### src/hw/line_unit_defines.vh
/*
 * Constants for the line unit silo sequencing and control/status block:
 * register field positions, silo geometry, check residue, clear timing.
 * Assumes it is included by bare name from the design files under hw/.
 */
`ifndef LINE_UNIT_DEFINES_VH
`define LINE_UNIT_DEFINES_VH

// ==========================================================================
// Transmit control/status register fields
`define TXCS_MSG_BEGIN 0
`define TXCS_MSG_FINISH 1
`define TXCS_CTL_LSB 0
`define TXCS_CTL_MSB 3
`define TXCS_IN_READY 4
`define TXCS_ACTIVE 6
`define TXCS_CLEAR 7

// ==========================================================================
// Receive control/status register fields
`define RXCS_MATCH 0
`define RXCS_BLOCK_END 1
`define RXCS_OUT_READY 4
`define RXCS_ACTIVE 6
`define RXCS_CLEAR 7

// ==========================================================================
// Silo geometry: 8 data bits plus 4 control bits per entry
`define SILO_DEPTH 64
`define SILO_WIDTH 12
`define SILO_DATA_BITS 8
`define SILO_CTL_LSB 8
`define SILO_CTL_MSB 11

// ==========================================================================
// Check register residue for a good frame in bit-stuff mode (octal 016417)
`define CHECK_RESIDUE 16'h1D0F
`define CHECK_ZERO 16'h0000

// ==========================================================================
// Clear pulse width: least time, rounded up to whole clock cycles
`define CLEAR_NS 400
`define CLK_NS 8
`define CLEAR_CYCLES ((`CLEAR_NS + `CLK_NS - 1) / `CLK_NS)

`endif

### src/hw/line_unit_silo.v
/*
 * Transmit silo load/unload sequencing, receive silo, and the transmit and
 * receive control/status registers of a synchronous line unit.
 * Assumes all strobes come from logic on clk as single-cycle pulses, and
 * that the processor reads status through the two status output buses.
 */
`timescale 1ns/100ps
`default_nettype none
`include "line_unit_defines.vh"

// Behaviour
// - Transmit select strobe sets the load latch
// - Accepted character clears load latch, moves down
// - Transmitter load pulse sets the unload latch
// - Output-ready drop clears unload latch, data kept
// - Control bits 0-3 queued in silo bits 8-11
// - Bit 0 begin, bit 1 finish, all write-only
// - Queued begin/finish gated by output-ready
// - Transmit bit 4 shows silo input-ready
// - Transmit bit 6 active, cleared by clear
// - Bit 7 or device clear pulses transmit clear
// - Bit 5 of both registers reserved, zero
// - Receive bits 0-3 come from silo output
// - Match flag: zero or residue per mode
// - Block end needs flag plus mode condition
// - Block end also reports received abort
// - Receive bit 4 shows silo output-ready
// - Receive bit 6 from receiver active sync
// - Bit 7 or device clear pulses receive clear
// - Both silos 64 deep, 12 wide
// - Receive clear empties the receive silo
// - Read-accepted pops only while output-ready
module line_unit_silo #(
	parameter SILO_DEPTH = `SILO_DEPTH,
	parameter SILO_AW = 6,
	parameter CLEAR_CYCLES = `CLEAR_CYCLES
) (
	// Clock, reset, enable
	input wire clk,
	input wire rst,
	input wire ce,
	// Processor output bus and register selects
	input wire [7:0] obus,
	input wire sel_tx_data,
	input wire sel_tx_ctl,
	input wire sel_rx_ctl,
	input wire device_clear,
	input wire rx_read_accepted,
	// Processor read side
	output wire [7:0] tx_ctl_status,
	output wire [7:0] rx_ctl_status,
	output wire [7:0] rx_data,
	// Transmitter side
	input wire tx_load,
	input wire tx_clk_tick,
	input wire tx_decoder_active,
	output reg [7:0] tx_char,
	output wire tx_queue_has_data,
	output wire tx_message_begin,
	output wire tx_message_finish,
	output wire transmit_clear_pulse,
	output wire transmit_clear_pulse_n,
	// Receiver side
	input wire rx_char_strobe,
	input wire [7:0] rx_char,
	input wire [15:0] rx_check,
	input wire bit_stuff_mode,
	input wire primary_mode,
	input wire flag_received,
	input wire message_active,
	input wire addr_sync_received,
	input wire abort_received,
	input wire rx_ctl_tick,
	input wire rx_decoder_active,
	output wire rx_input_ready,
	output wire receive_clear_pulse,
	output wire receive_clear_pulse_n
);

	// ======================================================================
	// Declarations
	reg [3:0] tx_ctl_bits_r;
	reg [7:0] tx_hold_r;
	reg [3:0] tx_hold_ctl_r;
	reg tx_load_latch_r;
	reg tx_unload_latch_r;
	reg tx_active_latch_r;
	reg [7:0] tx_clr_cnt_r;
	reg [7:0] rx_clr_cnt_r;
	reg [7:0] rdr_data_r;
	reg rdr_match_r;
	reg rdr_block_end_r;
	reg rdr_valid_r;
	reg rx_active_r;
	wire tx_clear_fire;
	wire rx_clear_fire;
	wire tx_in_ready;
	wire tx_out_valid;
	wire [`SILO_WIDTH-1:0] tx_head;
	wire tx_push;
	wire tx_pop;
	wire rx_out_valid;
	wire [`SILO_WIDTH-1:0] rx_head;
	wire rx_push_ready;
	wire check_char_match;
	wire block_end;
	wire queued_message_begin;
	wire queued_message_finish;

	// ======================================================================
	// Clear pulse generation
	// Either a clear bit written as one or a device clear starts the pulse
	assign tx_clear_fire = device_clear |
		(sel_tx_ctl & obus[`TXCS_CLEAR]);
	assign rx_clear_fire = device_clear |
		(sel_rx_ctl & obus[`RXCS_CLEAR]);

	// Counters stand in for the one-shots; a retrigger restarts the width
	always @(posedge clk) begin
		if (rst) begin
			tx_clr_cnt_r <= 8'h00;
			rx_clr_cnt_r <= 8'h00;
		end else if (ce) begin
			if (tx_clear_fire)
				tx_clr_cnt_r <= CLEAR_CYCLES[7:0];
			else if (tx_clr_cnt_r != 8'h00)
				tx_clr_cnt_r <= tx_clr_cnt_r - 8'h01;
			if (rx_clear_fire)
				rx_clr_cnt_r <= CLEAR_CYCLES[7:0];
			else if (rx_clr_cnt_r != 8'h00)
				rx_clr_cnt_r <= rx_clr_cnt_r - 8'h01;
		end
	end

	// Complementary pair, as the far logic expects both senses
	assign transmit_clear_pulse = (tx_clr_cnt_r != 8'h00);
	assign transmit_clear_pulse_n = ~transmit_clear_pulse;
	assign receive_clear_pulse = (rx_clr_cnt_r != 8'h00);
	assign receive_clear_pulse_n = ~receive_clear_pulse;

	// ======================================================================
	// Transmit control bits and character holding register
	// Control bits are only written here; no read path exists for them
	always @(posedge clk) begin
		if (rst) begin
			tx_ctl_bits_r <= 4'h0;
		end else if (ce && sel_tx_ctl) begin
			tx_ctl_bits_r <= obus[`TXCS_CTL_MSB:`TXCS_CTL_LSB];
		end
	end

	// The select captures the character so it stands while the latch is up
	always @(posedge clk) begin
		if (rst) begin
			tx_hold_r <= 8'h00;
			tx_hold_ctl_r <= 4'h0;
		end else if (ce && sel_tx_data) begin
			tx_hold_r <= obus;
			tx_hold_ctl_r <= tx_ctl_bits_r;
		end
	end

	// ======================================================================
	// Load latch
	// Set on the select strobe; dropped once input-ready falls, that is on
	// acceptance or when the silo is already full. A set in the same cycle
	// as a drop wins so a back-to-back select is not lost; the transmit clear pulse beats both.
	assign tx_push = tx_load_latch_r & tx_in_ready;

	always @(posedge clk) begin
		if (rst || (ce && transmit_clear_pulse)) begin
			tx_load_latch_r <= 1'b0;
		end else if (ce) begin
			if (sel_tx_data)
				tx_load_latch_r <= 1'b1;
			else if (tx_push || !tx_in_ready)
				tx_load_latch_r <= 1'b0;
		end
	end

	// ======================================================================
	// Transmit silo
	silo_fifo #(
		.WIDTH(`SILO_WIDTH),
		.DEPTH(SILO_DEPTH),
		.AW(SILO_AW)
	) tx_silo (
		.clk(clk),
		.rst(rst),
		.ce(ce),
		.flush(transmit_clear_pulse),
		.in_valid(tx_load_latch_r),
		.in_ready(tx_in_ready),
		.in_data({tx_hold_ctl_r, tx_hold_r}),
		.out_valid(tx_out_valid),
		.out_ready(tx_unload_latch_r),
		.out_data(tx_head)
	);

	// ======================================================================
	// Unload latch
	// Set by the transmitter load pulse, dropped when output-ready falls
	assign tx_pop = tx_unload_latch_r & tx_out_valid;

	always @(posedge clk) begin
		if (rst || (ce && transmit_clear_pulse)) begin
			tx_unload_latch_r <= 1'b0;
		end else if (ce) begin
			if (tx_load)
				tx_unload_latch_r <= 1'b1;
			else if (tx_pop || !tx_out_valid)
				tx_unload_latch_r <= 1'b0;
		end
	end

	// Unloaded character stays presented when the silo runs empty
	always @(posedge clk) begin
		if (rst) begin
			tx_char <= 8'h00;
		end else if (ce && tx_pop) begin
			tx_char <= tx_head[`SILO_DATA_BITS-1:0];
		end
	end

	// ======================================================================
	// Queued message flags to the transmitter control
	assign queued_message_begin = tx_head[`SILO_CTL_LSB + `TXCS_MSG_BEGIN];
	assign queued_message_finish = tx_head[`SILO_CTL_LSB + `TXCS_MSG_FINISH];
	assign tx_message_begin = queued_message_begin & tx_out_valid;
	assign tx_message_finish = queued_message_finish & tx_out_valid;
	assign tx_queue_has_data = tx_out_valid;

	// ======================================================================
	// Transmitter active flag
	// Sampled on the transmit clock tick; the clear pulse overrides it
	always @(posedge clk) begin
		if (rst || (ce && transmit_clear_pulse)) begin
			tx_active_latch_r <= 1'b0;
		end else if (ce && tx_clk_tick) begin
			tx_active_latch_r <= tx_decoder_active;
		end
	end

	// ======================================================================
	// Receive flags
	// Residue differs by protocol: zero for byte count, fixed for bit stuff
	assign check_char_match = bit_stuff_mode ?
		(rx_check == `CHECK_RESIDUE) : (rx_check == `CHECK_ZERO);

	// Abort shares the block end bit so software sees both the same way
	assign block_end = (flag_received &
		(primary_mode ? message_active : addr_sync_received)) |
		abort_received;

	// ======================================================================
	// Receive data register
	// Holds one character with its flags until the silo takes it. A new
	// strobe while one is still pending overwrites it; the receiver is
	// expected to watch rx_input_ready.
	assign rx_push_ready = rdr_valid_r;

	always @(posedge clk) begin
		if (rst || (ce && receive_clear_pulse)) begin
			rdr_valid_r <= 1'b0;
			rdr_data_r <= 8'h00;
			rdr_match_r <= 1'b0;
			rdr_block_end_r <= 1'b0;
		end else if (ce) begin
			if (rx_char_strobe) begin
				rdr_valid_r <= 1'b1;
				rdr_data_r <= rx_char;
				rdr_match_r <= check_char_match;
				rdr_block_end_r <= block_end;
			end else if (rx_input_ready) begin
				rdr_valid_r <= 1'b0;
			end
		end
	end

	// ======================================================================
	// Receive silo
	// Clear flushes every entry, not just the head
	silo_fifo #(
		.WIDTH(`SILO_WIDTH),
		.DEPTH(SILO_DEPTH),
		.AW(SILO_AW)
	) rx_silo (
		.clk(clk),
		.rst(rst),
		.ce(ce),
		.flush(receive_clear_pulse),
		.in_valid(rx_push_ready),
		.in_ready(rx_input_ready),
		.in_data({2'b00, rdr_block_end_r, rdr_match_r, rdr_data_r}),
		.out_valid(rx_out_valid),
		.out_ready(rx_read_accepted),
		.out_data(rx_head)
	);

	assign rx_data = rx_head[`SILO_DATA_BITS-1:0];

	// ======================================================================
	// Receiver active synchronising register
	always @(posedge clk) begin
		if (rst || (ce && receive_clear_pulse)) begin
			rx_active_r <= 1'b0;
		end else if (ce && rx_ctl_tick) begin
			rx_active_r <= rx_decoder_active;
		end
	end

	// ======================================================================
	// Status read paths
	// Write-only and reserved bits read zero; head flags read zero while
	// the silo is empty, so a flushed or never-written entry is not shown
	assign tx_ctl_status = {
		1'b0,
		tx_active_latch_r,
		1'b0,
		tx_in_ready,
		4'h0
	};

	assign rx_ctl_status = {
		1'b0,
		rx_active_r,
		1'b0,
		rx_out_valid,
		rx_head[`SILO_CTL_MSB:`SILO_CTL_LSB] &
			{4{rx_out_valid}}
	};

endmodule // line_unit_silo

`default_nettype wire

### src/hw/silo_fifo.v
/*
 * Parameterised first-in first-out silo with valid/ready on both sides.
 * Assumes one clock, synchronous active-high reset and a clock enable that
 * freezes every flip-flop while low.
 */
`timescale 1ns/100ps
`default_nettype none

module silo_fifo #(
	parameter WIDTH = 12,
	parameter DEPTH = 16,
	parameter AW = 4
) (
	// Clock, reset, enable
	input wire clk,
	input wire rst,
	input wire ce,
	input wire flush,
	// Filling side
	input wire in_valid,
	output wire in_ready,
	input wire [WIDTH-1:0] in_data,
	// Draining side
	output wire out_valid,
	input wire out_ready,
	output wire [WIDTH-1:0] out_data
);

	reg [WIDTH-1:0] mem [0:DEPTH-1];
	reg [AW-1:0] wr_ptr_r;
	reg [AW-1:0] rd_ptr_r;
	reg [AW:0] count_r;
	wire push;
	wire pop;

	// Full and empty follow the occupancy count exactly
	assign in_ready = (count_r != DEPTH[AW:0]);
	assign out_valid = (count_r != {(AW+1){1'b0}});
	assign out_data = mem[rd_ptr_r];
	assign push = in_valid & in_ready;
	assign pop = out_valid & out_ready;

	// Storage array; no reset needed, reads are guarded by the count
	always @(posedge clk) begin
		if (ce && push)
			mem[wr_ptr_r] <= in_data;
	end

	// Pointers wrap naturally; depth is a power of two
	always @(posedge clk) begin
		if (rst || (ce && flush)) begin
			wr_ptr_r <= {AW{1'b0}};
			rd_ptr_r <= {AW{1'b0}};
			count_r <= {(AW+1){1'b0}};
		end else if (ce) begin
			if (push)
				wr_ptr_r <= wr_ptr_r + 1'b1;
			if (pop)
				rd_ptr_r <= rd_ptr_r + 1'b1;
			if (push && !pop)
				count_r <= count_r + 1'b1;
			else if (pop && !push)
				count_r <= count_r - 1'b1;
		end
	end

endmodule // silo_fifo

`default_nettype wire

### config.mk
export PLATFORM = sky130hd
export DESIGN_NAME = line_unit_silo
export DESIGN_NICKNAME = d
export VERILOG_FILES = /design/src/hw/line_unit_silo.v /design/src/hw/silo_fifo.v
export VERILOG_INCLUDE_DIRS = /design/src /design/src/hw
export SDC_FILE = /design/constraint.sdc
export NUM_CORES = 1
export LEC_CHECK = 0
export BUFFER_PORTS_ARGS = -buffer_cell sky130_fd_sc_hd__buf_2
export CAP_MARGIN = 20
export CORE_ASPECT_RATIO = 1.4
export CORE_MARGIN = 2
export CORE_UTILIZATION = 45
export DETAILED_ROUTE_END_ITERATION = 10
export GPL_TIMING_DRIVEN = 0
export PLACE_DENSITY = 0.59
export SLEW_MARGIN = 20
export SYNTH_ARGS = -nofsm -noshare
export SYNTH_HDL_FRONTEND = slang
export SYNTH_SLANG_ARGS = --single-unit
### constraint.sdc
create_clock -name clk -period 3.2 [get_ports clk]
set_input_delay 0.32 -clock clk [delete_from_list [all_inputs] [get_ports clk]]
set_output_delay 0.32 -clock clk [all_outputs]
set_load 0.02 [all_outputs]
==> impl_metrics.xml <==
<?xml version="1.0" encoding="UTF-8"?>
<metrics>
  <group name="global_route">
    <metric name="grt_pass1_wl" unit="µm">200000</metric>
    <metric name="grt_overflow_total" unit="">0</metric>
    <metric name="pin_count_of_the_biggest_net_entering_global_routing" unit="">66</metric>
    <metric name="antenna_found_initial" unit="">0</metric>
    <metric name="vias_in_the_first_global_route" unit="">28243</metric>
    <metric name="globalRouteTotalUtil" unit="%">23.3</metric>
  </group>
  <group name="hold_path">
    <metric name="hold_class" unit="">in2reg</metric>
    <metric name="hold_start" unit="">rx_read_accepted</metric>
    <metric name="whs_path_depth" unit="">4</metric>
  </group>
  <group name="sta">
    <metric name="hold_violations" unit="">0</metric>
    <metric name="fmax" unit="GHz">0.273</metric>
    <metric name="final_setup_violation_count" unit="">12</metric>
    <metric name="finalWorstPathRequiredPeriod" unit="ns">3.66</metric>
    <metric name="timing.final.crit_share" unit="%">114</metric>
    <metric name="grt_setup_unrepaired" unit="">true</metric>
    <metric name="setup_slack" unit="ns">-0.462</metric>
    <metric name="timing_worst_slew_pin_value" unit="ns">1.15</metric>
    <metric name="skew" unit="ns">0.0243</metric>
    <metric name="relSlewSlack" unit="%">23.1</metric>
    <metric name="drv_slew" unit="">0</metric>
  </group>
  <group name="drt">
    <metric name="top_layer_used" unit="">met4</metric>
    <metric name="ant_nets" unit="">0</metric>
    <metric name="detail_route.wl_per_cell" unit="µm">30.1</metric>
    <metric name="overall_routed_net_length" unit="µm">141000</metric>
    <metric name="detailroute.wirelength.met3" unit="µm">6210</metric>
    <metric name="drt_pass_1_iters" unit="">7</metric>
    <metric name="number_of_vias_in_the_routed_layout" unit="">26979</metric>
    <metric name="routedLengthMet1" unit="µm">48600</metric>
    <metric name="vias_per_cell" unit="">5.76</metric>
    <metric name="dr.first_iter.drc_count" unit="">2220</metric>
    <metric name="drcViolationCount" unit="">0</metric>
    <metric name="wl_met2" unit="µm">78900</metric>
  </group>
  <group name="critical_path">
    <metric name="cpLargestDelayFamily" unit="">multiplexers</metric>
    <metric name="slowest_stage" unit="">sky130_fd_sc_hd__mux4_2</metric>
    <metric name="path_class" unit="">reg2out</metric>
    <metric name="critical-path-max-stage-delay" unit="ns">0.54</metric>
    <metric name="timing.critical_path.cells" unit="">buf_12 &gt; buf_16 &gt; buf_12 &gt; mux4_2 &gt; mux4_2 &gt; mux4_2 &gt; buf_2</metric>
    <metric name="reg2reg_setup_slack" unit="ns">0.07</metric>
    <metric name="cell_depth_of_the_worst_flop_to_flop_path" unit="">7</metric>
    <metric name="critical-path-top-cell-by-count" unit="">sky130_fd_sc_hd__mux4_2</metric>
    <metric name="critical_path_arrival" unit="ns">3.34</metric>
    <metric name="worst_r2r_endpoint" unit="">tx_char[0]$_SDFFE_PP0P_</metric>
    <metric name="path_buf_inv" unit="">4</metric>
    <metric name="kind_of_end_point_of_the_critical_path" unit="">primary output</metric>
    <metric name="crit_fanout" unit="">10</metric>
    <metric name="crit_required" unit="ns">2.88</metric>
    <metric name="timing.critical_path.from_type" unit="">flip-flop</metric>
  </group>
  <group name="pwr">
    <metric name="leakage_power" unit="nW">19.7</metric>
    <metric name="fin_total_pwr" unit="mW">37.2</metric>
    <metric name="vdd_ir_drop_max" unit="µV">583</metric>
    <metric name="power_density" unit="nW/µm²">594</metric>
  </group>
  <group name="cts">
    <metric name="cts.htree.levels" unit="">4</metric>
    <metric name="tritoncts_clock_tree" unit="">yes</metric>
    <metric name="clock_buffer_count_from_cts" unit="">137</metric>
    <metric name="worst_skew_pair.late_latency" unit="ns">0.78</metric>
    <metric name="clk_pin_slew" unit="ns">0.06</metric>
    <metric name="clock-root-buffer" unit="">sky130_fd_sc_hd__clkbuf_16</metric>
    <metric name="cts_num_sinks" unit="">1381</metric>
    <metric name="cts-root-to-sink-buffers" unit="">3</metric>
  </group>
  <group name="cells_and_area">
    <metric name="area.growth.synth_to_final" unit="%">16.1</metric>
    <metric name="fin_nets" unit="">3054</metric>
    <metric name="regArea" unit="µm²">40500</metric>
    <metric name="multiInputGateArea" unit="µm²">13200</metric>
    <metric name="mostFrequentLayoutCell" unit="">sky130_fd_sc_hd__edfxtp_1</metric>
    <metric name="layout_common_cells" unit="">1280 x sky130_fd_sc_hd__edfxtp_1, 345 x sky130_fd_sc_hd__mux4_2, 144 x sky130_fd_sc_hd__clkbuf_16</metric>
    <metric name="filler_cell_count" unit="">9268</metric>
    <metric name="design_area" unit="µm²">62500</metric>
    <metric name="layout-drive-gt1-share" unit="%">30.0</metric>
  </group>
  <group name="floorplanning">
    <metric name="start_util" unit="%">45.2</metric>
    <metric name="floorplan.core_area" unit="µm²">119000</metric>
    <metric name="die-area" unit="µm²">123000</metric>
    <metric name="die_height" unit="µm">413</metric>
    <metric name="floorplan.io_pins" unit="">92</metric>
    <metric name="die_width" unit="µm">296</metric>
    <metric name="core_rows" unit="">150</metric>
  </group>
  <group name="logic_synthesis">
    <metric name="synthFlopType" unit="">sky130_fd_sc_hd__edfxtp_1</metric>
    <metric name="synth_enable_flop_cells" unit="">1280</metric>
    <metric name="post_synth_inst_count" unit="">2689</metric>
    <metric name="yosys_warnings" unit="">0</metric>
    <metric name="synth_top_cell_area_share" unit="%">71.4</metric>
    <metric name="synth_area_leaders" unit="">sky130_fd_sc_hd__edfxtp_1 71%, sky130_fd_sc_hd__mux4_2 14%, sky130_fd_sc_hd__dfxtp_1 3.8%, sky130_fd_sc_hd__mux2i_1 1.8%, sky130_fd_sc_hd__nor2_1 1.3%</metric>
    <metric name="yosysTopAreaCell" unit="">sky130_fd_sc_hd__edfxtp_1</metric>
    <metric name="async_sr_flop_fraction" unit="%">0</metric>
    <metric name="synthesis.area" unit="µm²">53900</metric>
    <metric name="yosys.cell_types.count" unit="">51</metric>
    <metric name="yosysSeqAreaShare" unit="%">75.1</metric>
    <metric name="synth_seq_cells" unit="">1381</metric>
    <metric name="synthesized_area_divided_by_synthesized_cell_count" unit="µm²">20.0</metric>
  </group>
  <group name="place">
    <metric name="gp_routability_congestion" unit="">0.885</metric>
    <metric name="placed_area" unit="µm²">56700</metric>
    <metric name="numPortBuffers" unit="">80</metric>
    <metric name="dp_slack" unit="ns">-1.98</metric>
    <metric name="detailedPlacementHpwl" unit="µm">95900</metric>
  </group>
  <group name="run">
    <metric name="maxCapViolations" unit="">0</metric>
  </group>
  <group name="status">
    <metric name="violated_checks" unit="">setup timing</metric>
    <metric name="run_status" unit="">finished with violations</metric>
  </group>
</metrics>
## metal layers
| layer | GRT usage (%) | vias up |
|---|---|---|
| met2 | 44.1 | 877 |
| li1 | - | 11522 |
| met5 | 0 | - |
| met3 | 3.27 | 268 |
| met4 | 11.7 | 0 |
| met1 | 25.1 | 14312 |
## worst max-delay path by stage
stage                                    start                               to  slack [ns]  cells past startpoint
6_report                             flip-flop                       rx_data[7]       -0.46                      7
5_1_grt                              flip-flop                       rx_data[7]       -0.52                      7
4_1_cts                              flip-flop                       rx_data[3]       -0.55                     10
3_5_place_dp                                ce     tx_silo.mem[62][6]$_DFFE_PP_       -1.98                      7
3_3_place_gp                                ce     tx_silo.mem[14][3]$_DFFE_PP_       -1.94                      7
2_1_floorplan  rx_silo.count_r[0]$_SDFFE_PP0P_  rx_silo.count_r[6]$_SDFFE_PP0P_        0.27                     13
## cells by family (layout without fill, tap and decap cells)
kind of cell / after synthesis / count (layout) / synth area share, %
and+or+nand+nor: 447 / 447 / 3.73
DFF: 1381 / 1381 / 75.1
xor gates and xnor gates: 36 / 36 / 0.585
other: 1 / 11 / 0.00696
muxes: 451 / 451 / 16.4
buffers and inverters: 176 / 565 / 1.51
AOI/OAI and AO/OA: 174 / 174 / 2.09
adders and majority gates: 23 / 23 / 0.562
## registers in the layout, summed over array words and instances (netlist names), 2 cells and up, named ones only
name              count
rdr_data_r            8
rx_clr_cnt_r          8
rx_silo.count_r       7
rx_silo.mem         640
rx_silo.rd_ptr_r      6
rx_silo.wr_ptr_r      6
tx_char               8
tx_clr_cnt_r          8
tx_ctl_bits_r         2
tx_hold_ctl_r         2
tx_hold_r             8
tx_silo.count_r       7
tx_silo.mem         640
tx_silo.rd_ptr_r      6
tx_silo.wr_ptr_r      6
## power by group
| group | total, mW | internal, mW | switching [mW] | leakage, nW |
|---|---|---|---|---|
| sequential | 19.9 | 19.7 | 0.196 | 13.0 |
| clock | 15.8 | 9.07 | 6.77 | 2.17 |
| combinational | 1.44 | 0.624 | 0.818 | 4.52 |
## layout make-up
class	instances	share of cell area [%]
flip-flops and latches	1381	64.8
multi-input cells	1141	21.1
clock buffers	175	6.01
well taps	1596	3.19
repair buffers	145	1.97
plain buffers	153	1.81
clock inverters	72	1.03
inverters	20	0.120
diodes	1	0.00400
## what timing repair did
| item | in CTS | in global routing |
|---|---|---|
| pin swaps | 7 | 2 |
| hold buffers | 32 | 0 |
| setup buffers | 14 | 1 |
| setup endpoints to repair | 734 | 235 |
| cloned | 3 | 1 |
| hold endpoints to repair | 25 | 0 |
| resized for setup | 218 | 68 |
## synthesized netlist by cell type (21+ instances only)
master                     number
sky130_fd_sc_hd__edfxtp_1    1280
sky130_fd_sc_hd__dfxtp_1      101
sky130_fd_sc_hd__nor2_1       193
sky130_fd_sc_hd__nor2b_1       35
sky130_fd_sc_hd__clkbuf_1      64
sky130_fd_sc_hd__mux2i_1       95
sky130_fd_sc_hd__nand2_1      113
sky130_fd_sc_hd__ha_1          21
sky130_fd_sc_hd__buf_1         25
sky130_fd_sc_hd__mux4_2       345
sky130_fd_sc_hd__nand3_1       35
sky130_fd_sc_hd__buf_2         44
sky130_fd_sc_hd__a21oi_1       58
## tightest hold or removal path: cells and delay by family
kind	cells	cell delay, ns
XOR/XNOR	1	0.13
buffers and inverters	1	0.14
AND/OR/NAND/NOR	2	0.25
## per-stage QoR
| stage | hold WS, ns | utilization, % | cells | TNS, ns |
|---|---|---|---|---|
| 2_1_floorplan | 0.432 | - | 2698 | 0 |
| 3_3_place_gp | 0.452 | 47.2 | 4374 | -1258.04 |
| 3_5_place_dp | 0.450 | 47.6 | 4388 | -1250.99 |
| 4_1_cts | 0.0578 | 52.3 | 4681 | -6.09 |
| 5_1_grt | 0.129 | 52.5 | 4683 | -6.59 |
| 6_report | 0.119 | 52.5 | 4684 | -5.03 |
(Power assumes the default switching activity.)
